===== src/shared/ebps_pkg.sv =====
// package of the external bus phase sequencer: register map, timing field layout, states
// assumes a 32-bit avalon-mm word-addressed register port
package ebps_pkg;

    // ------------------------------------------------------------
    // register map (byte offsets)
    // ------------------------------------------------------------
    localparam logic [7:0] OFF_CLK_CTRL = 8'h00;
    localparam logic [7:0] OFF_STATUS = 8'h04;
    localparam logic [7:0] OFF_TIMING_BASE = 8'h10;

    // ------------------------------------------------------------
    // clock control fields and reset values
    // ------------------------------------------------------------
    localparam int CLK_SRC_SYS_BIT = 0;
    localparam int HS_DRV_EN_BIT = 1;
    localparam logic [1:0] CLK_CTRL_RESET = 2'h0;

    // ------------------------------------------------------------
    // chip_select_timing_reg layout, lengths in system_clock_period units
    // ------------------------------------------------------------
    typedef struct packed {
        logic readyAsync;     // [15] ready passes an extra sync stage
        logic readyPolHigh;   // [14] ready active level is high
        logic readyEn;        // [13] access phase may be stretched
        logic [1:0] hold;     // [12:11] 0..3
        logic [4:0] access;   // [10:6] value+1 gives 1..32
        logic wdSetup;        // [5] 0..1
        logic [1:0] cmdDelay; // [4:3] 0..3
        logic [1:0] addrExt;  // [2:1] 0..3 extra when window changes
        logic addrSetup2;     // [0] 1 or 2
    } ebps_timing_t;
    localparam int TIMING_W = 16;
    localparam logic [15:0] TIMING_RESET = 16'h07c1;

    // ------------------------------------------------------------
    // sequencer states
    // ------------------------------------------------------------
    typedef enum logic [6:0] {
        ST_IDLE = 7'h01,
        ST_AB = 7'h02,
        ST_C = 7'h04,
        ST_D = 7'h08,
        ST_E = 7'h10,
        ST_F = 7'h20,
        ST_END = 7'h40
    } ebps_state_t;

endpackage


===== src/hw/ebps_sequencer.sv =====
// external bus phase sequencer: runs core bus requests as five-phase external cycles
// assumes core requests on mclk; ready pin asynchronous to mclk; avalon-mm slave on mclk
//
// Local design decisions: the register addresses and the Avalon-MM register port.
`timescale 1ns/100ps

module ebps_sequencer #(
    parameter int NUM_CS = 4,
    parameter int ADDR_W = 24,
    parameter int DATA_W = 16
) (
    input wire logic mclk,
    input wire logic rst_n,
    // avalon-mm register slave
    input wire logic [3:0] avsAddress,
    input wire logic avsRead,
    input wire logic avsWrite,
    input wire logic [31:0] avsWritedata,
    input wire logic [3:0] avsByteenable,
    output logic [31:0] avsReaddata,
    output logic avsWaitrequest,
    // core request port
    input wire logic reqValid,
    output logic reqReady,
    input wire logic reqWrite,
    input wire logic [$clog2(NUM_CS)-1:0] reqCs,
    input wire logic [ADDR_W-1:0] reqAddr,
    input wire logic [DATA_W-1:0] reqWdata,
    output logic rspValid,
    output logic [DATA_W-1:0] rspRdata,
    // external bus pins
    output logic [ADDR_W-1:0] extAddr,
    output logic [NUM_CS-1:0] extCs_n,
    output logic extRd_n,
    output logic extWr_n,
    input wire logic [DATA_W-1:0] extDataIn,
    output logic [DATA_W-1:0] extDataOut,
    output logic extDataOe,
    input wire logic extReady,
    output logic busRefClk
);

    localparam int CS_W = $clog2(NUM_CS);

    // ------------------------------------------------------------
    // registers
    // ------------------------------------------------------------
    logic [1:0] clkCtrl;
    logic [ebps_pkg::TIMING_W-1:0] timingReg [NUM_CS];
    logic avsAck;
    ebps_pkg::ebps_state_t state;
    ebps_pkg::ebps_state_t next_state;
    logic [5:0] cnt;
    logic [5:0] next_cnt;
    ebps_pkg::ebps_timing_t curT;
    logic curWrite;
    logic [CS_W-1:0] curCs;
    logic [CS_W-1:0] lastCs;
    logic lastCsValid;
    logic rdySync1;
    logic rdySync2;
    logic rdySync3;
    logic [5:0] phCnt;

    // ------------------------------------------------------------
    // register decode
    // ------------------------------------------------------------
    wire avsReq = avsRead | avsWrite;
    wire [7:0] byteAddr = {2'h0, avsAddress, 2'h0};
    wire selCtrl = byteAddr == ebps_pkg::OFF_CLK_CTRL;
    wire selStatus = byteAddr == ebps_pkg::OFF_STATUS;
    wire selTiming = byteAddr >= ebps_pkg::OFF_TIMING_BASE
        && byteAddr < ebps_pkg::OFF_TIMING_BASE + 8'(4 * NUM_CS);
    wire [7:0] timingByte = byteAddr - ebps_pkg::OFF_TIMING_BASE;
    wire [CS_W-1:0] timingIdx = timingByte[CS_W+1:2];
    wire avsDoWrite = avsWrite & avsAck;
    wire [31:0] byteMask = {{8{avsByteenable[3]}}, {8{avsByteenable[2]}},
        {8{avsByteenable[1]}}, {8{avsByteenable[0]}}};
    wire [31:0] timingOld = {16'h0, timingReg[timingIdx]};
    wire [31:0] timingNew = (timingOld & ~byteMask) | (avsWritedata & byteMask);
    wire [31:0] ctrlNew = ({30'h0, clkCtrl} & ~byteMask) | (avsWritedata & byteMask);
    wire [31:0] readMux = selCtrl ? {30'h0, clkCtrl}
        : selStatus ? {24'h0, state, state != ebps_pkg::ST_IDLE}
        : selTiming ? timingOld : 32'h0;

    // one wait cycle per access; read data stand in the acknowledge cycle
    assign avsWaitrequest = avsReq & ~avsAck;

    always_ff @(posedge mclk or negedge rst_n) begin
        if (!rst_n) begin
            avsAck <= 1'b0;
            avsReaddata <= 32'h0;
            clkCtrl <= ebps_pkg::CLK_CTRL_RESET;
        end else begin
            avsAck <= avsReq & ~avsAck;
            if (avsRead && !avsAck) begin
                avsReaddata <= readMux;
            end
            if (avsDoWrite && selCtrl) begin
                clkCtrl <= ctrlNew[1:0];
            end
        end
    end

    generate
        for (genvar i = 0; i < NUM_CS; i++) begin : g_timing
            always_ff @(posedge mclk or negedge rst_n) begin
                if (!rst_n) begin
                    timingReg[i] <= ebps_pkg::TIMING_RESET;
                end else if (avsDoWrite && selTiming && timingIdx == CS_W'(i)) begin
                    timingReg[i] <= timingNew[ebps_pkg::TIMING_W-1:0];
                end
            end
        end
    endgenerate

    // ------------------------------------------------------------
    // reference clock output
    // ------------------------------------------------------------
    wire refClkOn = clkCtrl[ebps_pkg::CLK_SRC_SYS_BIT] & clkCtrl[ebps_pkg::HS_DRV_EN_BIT];
    assign busRefClk = mclk & refClkOn;

    // ------------------------------------------------------------
    // ready synchronisation and qualification
    // ------------------------------------------------------------
    always_ff @(posedge mclk or negedge rst_n) begin
        if (!rst_n) begin
            rdySync1 <= 1'b0;
            rdySync2 <= 1'b0;
            rdySync3 <= 1'b0;
        end else begin
            rdySync1 <= extReady;
            rdySync2 <= rdySync1;
            rdySync3 <= rdySync2;
        end
    end

    wire rdyLevel = curT.readyAsync ? rdySync3 : rdySync2;
    wire rdyActive = rdyLevel == curT.readyPolHigh;

    // ------------------------------------------------------------
    // phase sequencing
    // ------------------------------------------------------------
    ebps_pkg::ebps_timing_t reqT;
    assign reqT = ebps_pkg::ebps_timing_t'(timingReg[reqCs]);
    wire csChange = !lastCsValid || lastCs != reqCs;
    wire [5:0] abLen = 6'(reqT.addrSetup2) + 6'(csChange ? reqT.addrExt : 2'h0);
    wire [5:0] accLen = 6'(curT.access) + 6'(curT.readyEn & curT.readyAsync);
    wire phaseLast = cnt == 6'h0;
    wire accEnd = phaseLast && (!curT.readyEn || rdyActive);
    wire start = reqValid && state == ebps_pkg::ST_IDLE;

    assign reqReady = state == ebps_pkg::ST_IDLE;

    always_comb begin
        next_state = state;
        next_cnt = phaseLast ? 6'h0 : cnt - 6'h1;
        unique case (state)
            ebps_pkg::ST_IDLE: begin
                if (reqValid) begin
                    next_state = ebps_pkg::ST_AB;
                    next_cnt = abLen;
                end
            end
            ebps_pkg::ST_AB: begin
                if (phaseLast) begin
                    if (curT.cmdDelay != 2'h0) begin
                        next_state = ebps_pkg::ST_C;
                        next_cnt = 6'(curT.cmdDelay) - 6'h1;
                    end else if (curT.wdSetup) begin
                        next_state = ebps_pkg::ST_D;
                        next_cnt = 6'h0;
                    end else begin
                        next_state = ebps_pkg::ST_E;
                        next_cnt = accLen;
                    end
                end
            end
            ebps_pkg::ST_C: begin
                if (phaseLast) begin
                    next_state = curT.wdSetup ? ebps_pkg::ST_D : ebps_pkg::ST_E;
                    next_cnt = curT.wdSetup ? 6'h0 : accLen;
                end
            end
            ebps_pkg::ST_D: begin
                next_state = ebps_pkg::ST_E;
                next_cnt = accLen;
            end
            ebps_pkg::ST_E: begin
                if (accEnd) begin
                    next_state = curT.hold != 2'h0 ? ebps_pkg::ST_F : ebps_pkg::ST_END;
                    next_cnt = 6'(curT.hold) - 6'h1;
                end
            end
            ebps_pkg::ST_F: begin
                if (phaseLast) begin
                    next_state = ebps_pkg::ST_END;
                end
            end
            ebps_pkg::ST_END: begin
                next_state = ebps_pkg::ST_IDLE;
            end
        endcase
    end

    always_ff @(posedge mclk or negedge rst_n) begin
        if (!rst_n) begin
            state <= ebps_pkg::ST_IDLE;
            cnt <= 6'h0;
        end else begin
            state <= next_state;
            cnt <= next_cnt;
        end
    end

    // ------------------------------------------------------------
    // cycle context and pin drivers
    // ------------------------------------------------------------
    wire inCycle = state != ebps_pkg::ST_IDLE && state != ebps_pkg::ST_END;
    wire cmdPhase = state == ebps_pkg::ST_D || state == ebps_pkg::ST_E;

    always_ff @(posedge mclk or negedge rst_n) begin
        if (!rst_n) begin
            curT <= ebps_pkg::ebps_timing_t'(ebps_pkg::TIMING_RESET);
            curWrite <= 1'b0;
            curCs <= '0;
            lastCs <= '0;
            lastCsValid <= 1'b0;
            extAddr <= '0;
            extDataOut <= '0;
            rspValid <= 1'b0;
            rspRdata <= '0;
        end else begin
            rspValid <= 1'b0;
            if (start) begin
                curT <= reqT;
                curWrite <= reqWrite;
                curCs <= reqCs;
                lastCs <= reqCs;
                lastCsValid <= 1'b1;
                extAddr <= reqAddr;
                extDataOut <= reqWdata;
            end
            if (state == ebps_pkg::ST_E && accEnd) begin
                rspValid <= 1'b1;
                rspRdata <= curWrite ? rspRdata : extDataIn;
            end
        end
    end

    generate
        for (genvar i = 0; i < NUM_CS; i++) begin : g_cs
            assign extCs_n[i] = !(inCycle && curCs == CS_W'(i));
        end
    endgenerate

    assign extRd_n = !(cmdPhase && !curWrite);
    assign extWr_n = !(cmdPhase && curWrite);
    assign extDataOe = curWrite && (cmdPhase || state == ebps_pkg::ST_F);

    // ------------------------------------------------------------
    // checks
    // ------------------------------------------------------------
    always_ff @(posedge mclk or negedge rst_n) begin
        if (!rst_n) begin
            phCnt <= 6'h0;
        end else begin
            phCnt <= next_state != state ? 6'h0 : phCnt + 6'h1;
        end
    end

    chk_start_order: assert property (@(posedge mclk) disable iff (!rst_n)
        start |=> state == ebps_pkg::ST_AB)
        else $error("cycle did not start with address setup");
    chk_ab_next: assert property (@(posedge mclk) disable iff (!rst_n)
        state == ebps_pkg::ST_AB && next_state != state |-> next_state inside
        {ebps_pkg::ST_C, ebps_pkg::ST_D, ebps_pkg::ST_E})
        else $error("address setup left to wrong phase");
    chk_ab_len: assert property (@(posedge mclk) disable iff (!rst_n)
        state == ebps_pkg::ST_AB |-> phCnt < 6'd5)
        else $error("address setup longer than five periods");
    chk_wd_len: assert property (@(posedge mclk) disable iff (!rst_n)
        state == ebps_pkg::ST_D |=> state == ebps_pkg::ST_E)
        else $error("data setup longer than one period");
    chk_hold_len: assert property (@(posedge mclk) disable iff (!rst_n)
        state inside {ebps_pkg::ST_C, ebps_pkg::ST_F} |-> phCnt < 6'd3)
        else $error("command delay or hold longer than three periods");
    chk_access_min: assert property (@(posedge mclk) disable iff (!rst_n)
        state == ebps_pkg::ST_E && next_state != state |-> phCnt >= 6'(curT.access))
        else $error("access phase shorter than programmed");
    chk_ready_wait: assert property (@(posedge mclk) disable iff (!rst_n)
        state == ebps_pkg::ST_E && phaseLast && curT.readyEn && !rdyActive
        |=> state == ebps_pkg::ST_E)
        else $error("inactive ready did not add a waitstate");
    chk_async_ws: assert property (@(posedge mclk) disable iff (!rst_n)
        state == ebps_pkg::ST_E && next_state != state && curT.readyEn && curT.readyAsync
        |-> phCnt >= 6'(curT.access) + 6'd1)
        else $error("async ready without extra waitstate");
    chk_idle_gap: assert property (@(posedge mclk) disable iff (!rst_n)
        state == ebps_pkg::ST_END |-> extCs_n == '1 && extRd_n && extWr_n ##1 state == ebps_pkg::ST_IDLE)
        else $error("outputs active between cycles");
    chk_refclk_gate: assert property (@(negedge mclk) disable iff (!rst_n)
        busRefClk == (clkCtrl[ebps_pkg::CLK_SRC_SYS_BIT] && clkCtrl[ebps_pkg::HS_DRV_EN_BIT]))
        else $error("reference clock output does not follow source and driver enable");

endmodule // ebps_sequencer


===== config.mk =====
export PLATFORM = sky130hd
export DESIGN_NAME = ebps_sequencer
export DESIGN_NICKNAME = d
export VERILOG_FILES = /design/src/shared/ebps_pkg.sv /design/src/hw/ebps_sequencer.sv
export SDC_FILE = /design/constraint.sdc
export NUM_CORES = 1
export LEC_CHECK = 0
export ABC_AREA = 1
export BUFFER_PORTS_ARGS = -buffer_cell sky130_fd_sc_hd__buf_2
export CAP_MARGIN = 10
export CORE_MARGIN = 8
export CORE_UTILIZATION = 30
export CTS_CLUSTER_DIAMETER = 100
export DETAILED_ROUTE_END_ITERATION = 12
export GPL_ROUTABILITY_DRIVEN = 0
export GPL_TIMING_DRIVEN = 0
export PLACE_DENSITY = 0.52
export SETUP_SLACK_MARGIN = 0.15
export SLEW_MARGIN = 20
export SYNTH_ARGS = -nofsm -noshare
export SYNTH_HDL_FRONTEND = slang
export SYNTH_SLANG_ARGS = --single-unit

===== constraint.sdc =====
create_clock -name mclk -period 1.8 [get_ports mclk]
set_input_delay 0.36 -clock mclk [delete_from_list [all_inputs] [get_ports mclk]]
set_output_delay 0.36 -clock mclk [all_outputs]
set_load 0.005 [all_outputs]

==> results of run 1 <==
==> per-layer routing <==
metal  routed length (µm)  up-vias
met5                    8        -
met4                  601        2
met3                 1420       34
met2                14900      207
met1                13900     4086
li1                     -     4081
==> final cells by class <==
class | count | area (µm²)
Fill cell | 2958 | 16400
Multi-Input combinational cell | 764 | 4650
Sequential cell | 173 | 4370
Timing Repair Buffer | 257 | 2100
Buffer | 58 | 562
Tap cell | 390 | 488
Clock buffer | 21 | 484
Inverter | 89 | 383
Clock inverter | 14 | 136
Timing Repair inverter | 1 | 11.3
==> state kept, by name, summed over array words and instances (netlist names), named ones only <==
signal and count:
avsAck 1, rdySync2 1, avsReaddata 16, rspRdata 16, extDataOut 16, rspValid 1, timingReg 64, curWrite 1
curT 13, lastCsValid 1, lastCs 2, rdySync3 1, cnt 6, state 7, rdySync1 1, extAddr 24
==> cell usage in the layout, fill, tap and decap left out, types with 6 or more instances in the layout <==
cell           instances
nand2_1              235
buf_2                167
dfrtp_1              138
nand2_2               79
nand3_1               72
inv_1                 66
o21ai_0               53
buf_4                 51
o21ai_1               49
nand2_4               46
nor2_1                33
dfstp_2               30
o21ai_2               21
clkbuf_16             21
buf_6                 20
buf_12                17
dlygate4sd3_1         17
buf_8                 16
nor2_4                16
conb_1                16
inv_2                 15
a22oi_1               15
a22oi_2               14
o22ai_1               13
nand3_2               13
or2_2                 13
buf_16                13
a21oi_1               11
a22o_1                 9
nor2_2                 8
inv_4                  6
clkbuf_2               6
ha_1                   6
==> stage by stage <==
stage                     setup TNS, ns  setup slack [ns]  total power [mW]  area [µm²]  hold slack, ns
after floorplan                       0            0.0428              5.72        9120          0.0644
after global placement          -442.53             -2.76              6.34       10500           0.338
final                            -14.72            -0.387              10.3       13200          0.0195
after detailed placement          -4.28            -0.683              6.37       10500           0.348
after CTS                        -12.56            -0.390              10.3       12300        0.000498
after global routing             -20.55            -0.465              10.8       13200         0.00490
==> worst max-delay path, stage by stage, from the launching register on <==
cell and delay, ns:
dfrtp_2 0.45, nor2_4 0.19, nand2_4 0.09, nor2_4 0.16
nor2_4 0.06, or2_4 0.23, buf_6 0.11
==> worst paths after layout <==
| kind | start | end | slack, ns | depth (start not counted) |
|---|---|---|---|---|
| worst max register to register | state[1]$_DFFE_PN0P_ | extDataOut[11]$_DFFE_PN0P_ | -0.26 | 15 |
| min in group asynchronous | rst_n | avsReaddata[12]$_DFFE_PN0P_ | 0.43 | 2 |
| max in group asynchronous | rst_n | state[6]$_DFFE_PN0P_ | 0.43 | 3 |
| worst min register to register | rdySync1$_DFF_PN0_ | rdySync2$_DFF_PN0_ | 0.36 | 0 |
| worst min-delay path | extDataIn[13] | rspRdata[13]$_DFFE_PN0P_ | 0.02 | 3 |
| worst max-delay path | state[4]$_DFFE_PN0P_ | extRd_n | -0.39 | 6 |
==> repair_timing <==
action / 4_1_cts / 5_1_grt
resized for setup: 102 / 204
endpoints found under the setup margin: 98 / 142
hold buffers: 15 / 2
gates cloned: 14 / 2
buffers inserted: 36 / 21
endpoints found under the hold margin: 83 / 2
pin swaps: 16 / 61
==> logic make-up (layout without fill, tap and decap cells) <==
kind of cell    Yosys count  after routing  share of synthesized area
simple gates            541            541                      0.276
compound gates          193            193                      0.137
flops                   173            173                      0.484
buf+inv                 147            440                     0.0849
fa+ha+maj                 7              7                    0.00970
xor+xnor                  4              4                    0.00388
mux                       3              3                    0.00526
other cells               1             16                   0.000415
==> power by group through the flow <==
| stage | Clock (mW) | Sequential (mW) | Combinational (mW) |
|---|---|---|---|
| detailed placement | 0.00744 | 4.81 | 1.55 |
| CTS | 3.99 | 4.75 | 1.59 |
| global route | 4.15 | 4.83 | 1.85 |
| floorplan | 0.00434 | 4.76 | 0.960 |
| global placement | 0.00744 | 4.81 | 1.52 |
| finish | 3.86 | 4.78 | 1.64 |
==> metrics, run 1 <==
FF+latch count, synth 173; port bufs 168; Post-route DRC 0; first-pass GRT wire length 47.5 mm; M2 GR Usage 0.274; cell accounting for the most synthesized area dfrtp_1; Initial Util 0.305; Setup Skew 0.00979 ns; number of enable flip-flop cells after synthesis 0; antenna violations before repair 1; Clk pin slew, worst setup/hold paths 0.07 ns; Via Count 8410; worst endpoint data arrival time 1.83 ns; die footprint 35900 µm²; Total GRT Usage 0.169; synth unique cells 48; Area contributors post-synth dfrtp_1, nand2_1, dfstp_2; Sw Ratio 0.295; outcome complete, but fails checks; Post-synth top cells nand2_1, dfrtp_1, nand3_1; most used routing layer met2; cell area after synthesis 9030 µm²; Seq/Total Area, Yosys 0.484; Die Wd 190 µm; ANT nets after route 0; # diodes 0; Synth Flop Type dfrtp_1; drt pass-1 iters 5; Comb pwr share 0.160; Fmax achieved 457 MHz; ratio of cells with drive above 1 in the final layout 0.450; Power Internal 7.25 mW; Worst Setup End Kind primary output; # IOs 204; Setup Viol. Count Final 77; Slew @ Worst Pin 0.781 ns; number of synthesis warnings 0; Sequential Power Share 0.465; CTS tree yes; first-iteration detailed-routing DRC count 592; unrepaired setup endpoints after global routing yes; MaxCap Viol Count 0; Clock Latency Late Sink 0.54 ns; leakage 6.65 nW; Layout Area Growth over Synthesis 46.1%; post-synth top area share 0.396; most frequent cell after synthesis nand2_1; HPWL after DPL 20.5 mm; clock power share 0.376; failing checks negative setup slack; CP required 1.44 ns; Synth Instances 1069; Slew headroom 0.479; via/cell ratio 4.76; Final Cycle Share 1.21; Non-Filler Instances 1767; placed cell count 1643; met3 Track Usage GR 0.0350; DR WL/cell 17.5 µm; pin count of the biggest net entering global routing 89; FFs w/ async S/R, synth 1.00; crit start category flip-flop; Core Footprint 29600 µm²; Die Ht 190 µm; mean post-synth cell area 8.45 µm²; Fin. Hold Viols 0; fin. max-slew vios 0; power per cell area 779 nW/µm²; P_sw 3.04 mW; row count 63; Peak VDD IR 0.478 mV; final-stage net count 1476; total gr overflow 0; Worst Path Max Fanout 4; final setup margin -0.387 ns; vias in the first global route 8424; kind of critical path flip-flop to primary output; fin crit period 2.19 ns; post-layout util 0.445; HP Class input port to flip-flop; met1 usage 0.223; Total Wirelength 30.9 mm
Power figures use the tool's default switching activity.
==> inputs of run 2 (changes only) <==
==> constraint.sdc (replaced) <==
create_clock -name mclk -period 1.8 [get_ports mclk]
set_input_delay 0.54 -clock mclk [delete_from_list [all_inputs] [get_ports mclk]]
set_output_delay 0.54 -clock mclk [all_outputs]
set_load 0.005 [all_outputs]
==> metrics, run 2 (synthesis results as in run 1) <==
outcome complete, but fails checks; failing checks negative setup slack; Final Cycle Share 1.30 (+0.0869); most used routing layer met2; Crit path top cell by count nor2_4; # diodes 0 (unchanged); HP Class input port to flip-flop; ratio of cells with drive above 1 in the final layout 0.436 (-0.0135); Worst Setup End Kind primary output; Via Count 8333 (-0.92%); Min-Delay Startpoint extReady; biggest regs timingReg: 64 flops, extAddr: 24 flops; MaxCap Viol Count 0 (unchanged); max FFs per register 64 (unchanged); Clk pin slew, worst setup/hold paths 0.07 ns (about the same); CP cell instances nor2_4, nand2_4, nor2_4, nor2_4, or2_4, buf_6; Setup Viol. Count Final 71 (-7.8%); Setup Skew 0.0112 ns (+0.00140 ns); # IOs 204 (unchanged); worst r2r dst curT[12]$_DFFE_PN0P_; Layout Area Growth over Synthesis 40.9%; Clock Latency Late Sink 0.54 ns (about the same); unrepaired setup endpoints after global routing yes; Place WS -0.867 ns (-0.184 ns); M2 GR Usage 0.279 (+0.00524); Post-route DRC 0 (unchanged); die footprint 35900 µm² (unchanged); worst endpoint data arrival time 1.80 ns (-0.03 ns); row count 63 (unchanged); slowest CP cell dfrtp_2; most flop-heavy register timingReg; pin count of the biggest net entering global routing 78 (-12%); WHS Path Cells 1 (-2); Die Wd 190 µm (unchanged); met3 Track Usage GR 0.0379 (+0.00294); final hold slack 0.111 ns (+0.0917 ns); port bufs 168 (unchanged); Fin. Hold Viols 0 (unchanged); Worst Path Max Fanout 5 (+1); # fillers 3018 (+2.0%); Crit path largest cell delay 0.47 ns (+0.02 ns); total gr overflow 0 (unchanged); drt pass-1 iters 5 (unchanged); Total Wirelength 30.7 mm (-0.63%); first-iteration detailed-routing DRC count 538 (-9.1%); Total GRT Usage 0.169 (about the same); reg2reg path depth 15 (unchanged); met1 usage 0.217 (-0.00649); DR WL/cell 17.5 µm (+0.33%); reg-to-reg slack, setup -0.46 ns (-0.20 ns); FF-to-FF Start state[0]$_DFFE_PN1P_; final setup margin -0.543 ns (-0.156 ns); most frequent cells in the layout nand2_1, buf_2, dfrtp_1; via/cell ratio 4.76 (about the same); Die Ht 190 µm (unchanged); fin crit period 2.34 ns (+0.156 ns); Fmax achieved 427 MHz (-6.7%); power per cell area 815 nW/µm² (+4.5%); HPWL after DPL 20.8 mm (+1.7%); kind of critical path flip-flop to primary output; vias in the first global route 8425 (+0.012%); Hold Crit Endpoint rdySync1$_DFF_PN0_; ANT nets after route 0 (unchanged); leakage 6.49 nW (-2.5%); Core Footprint 29600 µm² (unchanged); Initial Util 0.305 (unchanged); first-pass GRT wire length 47.2 mm (-0.59%); Slew headroom 0.504 (+0.0246); fin. max-slew vios 0 (unchanged); antenna violations before repair 1 (unchanged); CTS tree yes; Peak VDD IR 0.506 mV (+5.8%); most common cell after layout, fill and taps aside nand2_1; crit start category flip-flop; final-stage net count 1459 (-1.2%); CP required 1.26 ns (-0.18 ns); Slew @ Worst Pin 0.744 ns (-0.0369 ns)
[run 2: cell types whose count changed in the layout (fill, tap and decap cells not counted), moves of 4 or more]
cell           delta
buf_12            -6
buf_16            -4
buf_6            +13
buf_8             -5
dlygate4sd3_1    -16
nand2_1          +26
nand2_2           -7
nand2_4          -19
[run 2: worst max-delay path by stage]
stage,startpoint,endpoint,slack [ns],depth (start not counted)
floorplan,reqCs[0],cnt[1]$_DFF_PN0_,-0.14,13
global placement,rst_n,rspRdata[3]$_DFFE_PN0P_,-2.91,1
detailed placement,reqCs[1],cnt[1]$_DFF_PN0_,-0.87,13
CTS,state[2]$_DFFE_PN0P_,extRd_n,-0.53,6
global route,state[0]$_DFFE_PN1P_,extCs_n[2],-0.60,6
finish,state[4]$_DFFE_PN0P_,extRd_n,-0.54,6
[run 2: timing repair]
item | 4_1_cts | 5_1_grt
endpoints found under the hold margin | 35 | 0
setup buffers | 42 | 15
resized for setup | 107 | 139
pin swaps | 37 | 53
cloned | 11 | 3
endpoints found under the setup margin | 103 | 178
hold buffers | 1 | 0
[run 2: cell type report]
cell class                 instances  area, µm²  area share
timing repair buffer             241       1840       0.144
buffer                            58        552      0.0433
sequential                       173       4380       0.344
tap                              390        488      0.0383
multi-input combinational        764       4480       0.352
clock buffer                      22        498      0.0391
inverter                          89        357      0.0280
clock inverter                    13        139      0.0109
[run 2: metrics by stage]
| stage | instance area (µm²) | TNS (ns) | power, mW | util | instances |
|---|---|---|---|---|---|
| 5_1_grt | 12700 | -36.49 | 10.9 | 0.429 | 1750 |
| 6_report | 12700 | -29.88 | 10.4 | 0.429 | 1750 |
| 2_1_floorplan | 9140 | -0.274 | 5.72 | - | 1084 |
| 3_3_place_gp | 10500 | -481.67 | 6.33 | 0.353 | 1642 |
| 3_5_place_dp | 10500 | -18.35 | 6.38 | 0.355 | 1644 |
| 4_1_cts | 12100 | -24.82 | 10.4 | 0.408 | 1732 |
[run 2: power breakdown]
part | leakage (nW) | internal (mW) | total (mW) | switching, mW
clock network | 0.318 | 2.29 | 3.95 | 1.67
logic | 4.11 | 0.683 | 1.66 | 0.979
registers | 2.06 | 4.43 | 4.76 | 0.326
[run 2: metal layers]
layer,wire length [µm],part of all wire
met2,15000,0.49
met3,1640,0.054
met5,13,0.00042
met4,495,0.016
met1,13600,0.44
[run 2: worst max-delay path, delay by kind of cell (launching register included)]
family,cells,cell delay (ns)
and+or+nand+nor,5,0.69
DFF,1,0.47
buffers and inverters,1,0.11
==> inputs of run 3 (changes only) <==
--- a/config.mk
+++ b/config.mk
@@ -7,7 +7,7 @@
 export LEC_CHECK = 0
 export ABC_AREA = 1
 export BUFFER_PORTS_ARGS = -buffer_cell sky130_fd_sc_hd__buf_2
-export CAP_MARGIN = 10
+export CAP_MARGIN = 40
 export CORE_MARGIN = 8
 export CORE_UTILIZATION = 30
 export CTS_CLUSTER_DIAMETER = 100
@@ -15,6 +15,7 @@
 export GPL_ROUTABILITY_DRIVEN = 0
 export GPL_TIMING_DRIVEN = 0
 export PLACE_DENSITY = 0.52
+export REMOVE_ABC_BUFFERS = 1
 export SETUP_SLACK_MARGIN = 0.15
 export SLEW_MARGIN = 20
 export SYNTH_ARGS = -nofsm -noshare
==> metrics, run 3 (synthesis results as in run 1) <==
vias in the first global route 8255 (-2.0%); via/cell ratio 4.75 (-0.24%); Final Cell Area 13000 µm² (+1.9%); power per cell area 802 nW/µm² (-1.6%); HP Class input port to asynchronous set/reset pin; Setup Skew 0.0140 ns (+0.00283 ns); Crit path top cell by count nor2_4; Peak VDD IR 0.564 mV (+11%); fin. max-slew vios 0 (unchanged); slowest CP cell dfrtp_2; delay-heaviest family, CP simple AND/OR/NAND/NOR gates; Power Internal 7.19 mW (-2.9%); CTS tree yes; drt pass-1 iters 5 (unchanged); # IOs 204 (unchanged); Total GRT Usage 0.163 (-0.00601); total power 10.4 mW (+0.27%); post-route setup TNS -31.32 ns (-1.44 ns); final-stage net count 1450 (-0.62%); hold_buf cts 0 (-1); antenna violations before repair 2 (+1); placed cell count 1591 (-3.2%); Setup Viol. Count Final 80 (+13%); CP cell instances nor2_4, nand2_4, nor2_4, nor2_4, or2_4, buf_6; post-layout util 0.438 (+0.00810); Total Wirelength 29.8 mm (-3.1%); FF-to-FF Start state[5]$_DFFE_PN0P_; outcome complete, but fails checks; P_sw 3.21 mW (+8.0%); first-pass GRT wire length 46.1 mm (-2.3%); multi-input logic area 4520 µm² (+0.84%); worst endpoint data arrival time 1.84 ns (+0.04 ns); most flop-heavy register timingReg; port bufs 169 (+0.60%); Non-Filler Instances 1741 (-0.51%); failing checks negative hold slack, negative setup slack; reg2reg path depth 16 (+1); # fillers 2978 (-1.3%); fin crit period 2.38 ns (+0.0368 ns); Initial Util 0.305 (unchanged); Worst Setup End Kind primary output; clock power share 0.384 (+0.003); Crit path largest cell delay 0.46 ns (about the same); MaxCap Viol Count 0 (unchanged); ratio of cells with drive above 1 in the final layout 0.440 (+0.00364); most common cell after layout, fill and taps aside nand2_1; unrepaired setup endpoints after global routing yes; Slew headroom 0.524 (+0.0204); crit start category flip-flop; Final Cycle Share 1.32 (+0.0204); M2 GR Usage 0.264 (-0.0145); first-iteration detailed-routing DRC count 428 (-20%); final setup margin -0.580 ns (-0.0368 ns); leakage 6.58 nW (+1.5%); Core Footprint 29600 µm² (unchanged); Clk pin slew, worst setup/hold paths 0.08 ns (about the same); Comb pwr share 0.158 (-0.002); final hold slack -0.0457 ns (-0.157 ns); reg-to-reg slack, setup -0.51 ns (-0.05 ns); Place WS -1.36 ns (-0.491 ns); Layout Area Growth over Synthesis 43.6%; Sequential Power Share 0.458 (about the same); die footprint 35900 µm² (unchanged); worst r2r dst extAddr[7]$_DFFE_PN0P_; Placed Area 10100 µm² (-3.8%); register area 4370 µm² (about the same); Fin. Hold Viols 6 (+6); Worst Path Max Fanout 5 (unchanged); CP required 1.26 ns (about the same); Fmax achieved 420 MHz (-1.5%); met3 Track Usage GR 0.0460 (+0.00809); biggest regs timingReg: 64 flops, extAddr: 24 flops; ANT nets after route 0 (unchanged); DR WL/cell 17.1 µm (-2.6%); pin count of the biggest net entering global routing 90 (+15%); HPWL after DPL 18.2 mm (-13%); total gr overflow 0 (unchanged); # diodes 0 (unchanged); Slew @ Worst Pin 0.714 ns (-0.0307 ns); crit path buf inv count 1 (unchanged); max FFs per register 64 (unchanged); Clock Latency Late Sink 0.54 ns (about the same); met1 usage 0.209 (-0.00719); Die Ht 190 µm (unchanged); row count 63 (unchanged); Post-route DRC 0 (unchanged); kind of critical path flip-flop to primary output; Via Count 8270 (-0.76%); Sw Ratio 0.309 (+0.0222); Die Wd 190 µm (unchanged); most frequent cells in the layout nand2_1, buf_2, dfrtp_1; most used routing layer met2
## run 3: routing by layer
| layer | vias up | share of wire |
|---|---|---|
| li1 | 4024 | - |
| met1 | 4019 | 0.45 |
| met2 | 204 | 0.48 |
| met3 | 21 | 0.054 |
| met4 | 2 | 0.012 |
| met5 | - | 0.00034 |
## run 3: how the worst max path moves through the flow
stage	from	end	slack (ns)	depth (start not counted)
floorplan	state[0]$_DFFE_PN1P_	curT[13]$_DFFE_PN0P_	-0.61	7
global placement	rst_n	rspRdata[7]$_DFFE_PN0P_	-2.90	1
detailed placement	reqCs[0]	cnt[1]$_DFF_PN0_	-1.36	13
CTS	state[1]$_DFFE_PN0P_	extRd_n	-0.59	6
global route	state[4]$_DFFE_PN0P_	extRd_n	-0.64	6
finish	state[4]$_DFFE_PN0P_	extRd_n	-0.58	6
## run 3: repair_timing
action	in CTS	in global routing
pin swaps	34	54
cloned	20	0
setup buffers	69	27
endpoints found under the setup margin	131	139
gates resized for setup	161	107
## run 3: power by group through the flow
stage	registers (mW)	logic, mW	clock network [mW]
after floorplan	4.76	0.891	0.00434
after global placement	4.80	1.45	0.00744
after detailed placement	4.81	1.49	0.00744
after CTS	4.75	1.60	4.11
after global routing	4.81	1.85	4.27
final	4.76	1.64	3.99
## run 3: layout make-up
type / count / area share
clock inverter: 15 / 0.0132
timing repair buffer: 289 / 0.197
multi-input combinational: 764 / 0.348
sequential: 173 / 0.337
clock buffer: 20 / 0.0370
inverter: 89 / 0.0294
tap: 390 / 0.0376
timing repair inverter: 1 / 0.000386
## run 3: worst reg2reg max path: cells and delay by family, from the launching register on
family / cells / cell delay (ns)
buf+inv: 10 / 1.26
flops: 1 / 0.45
simple gates: 6 / 0.56
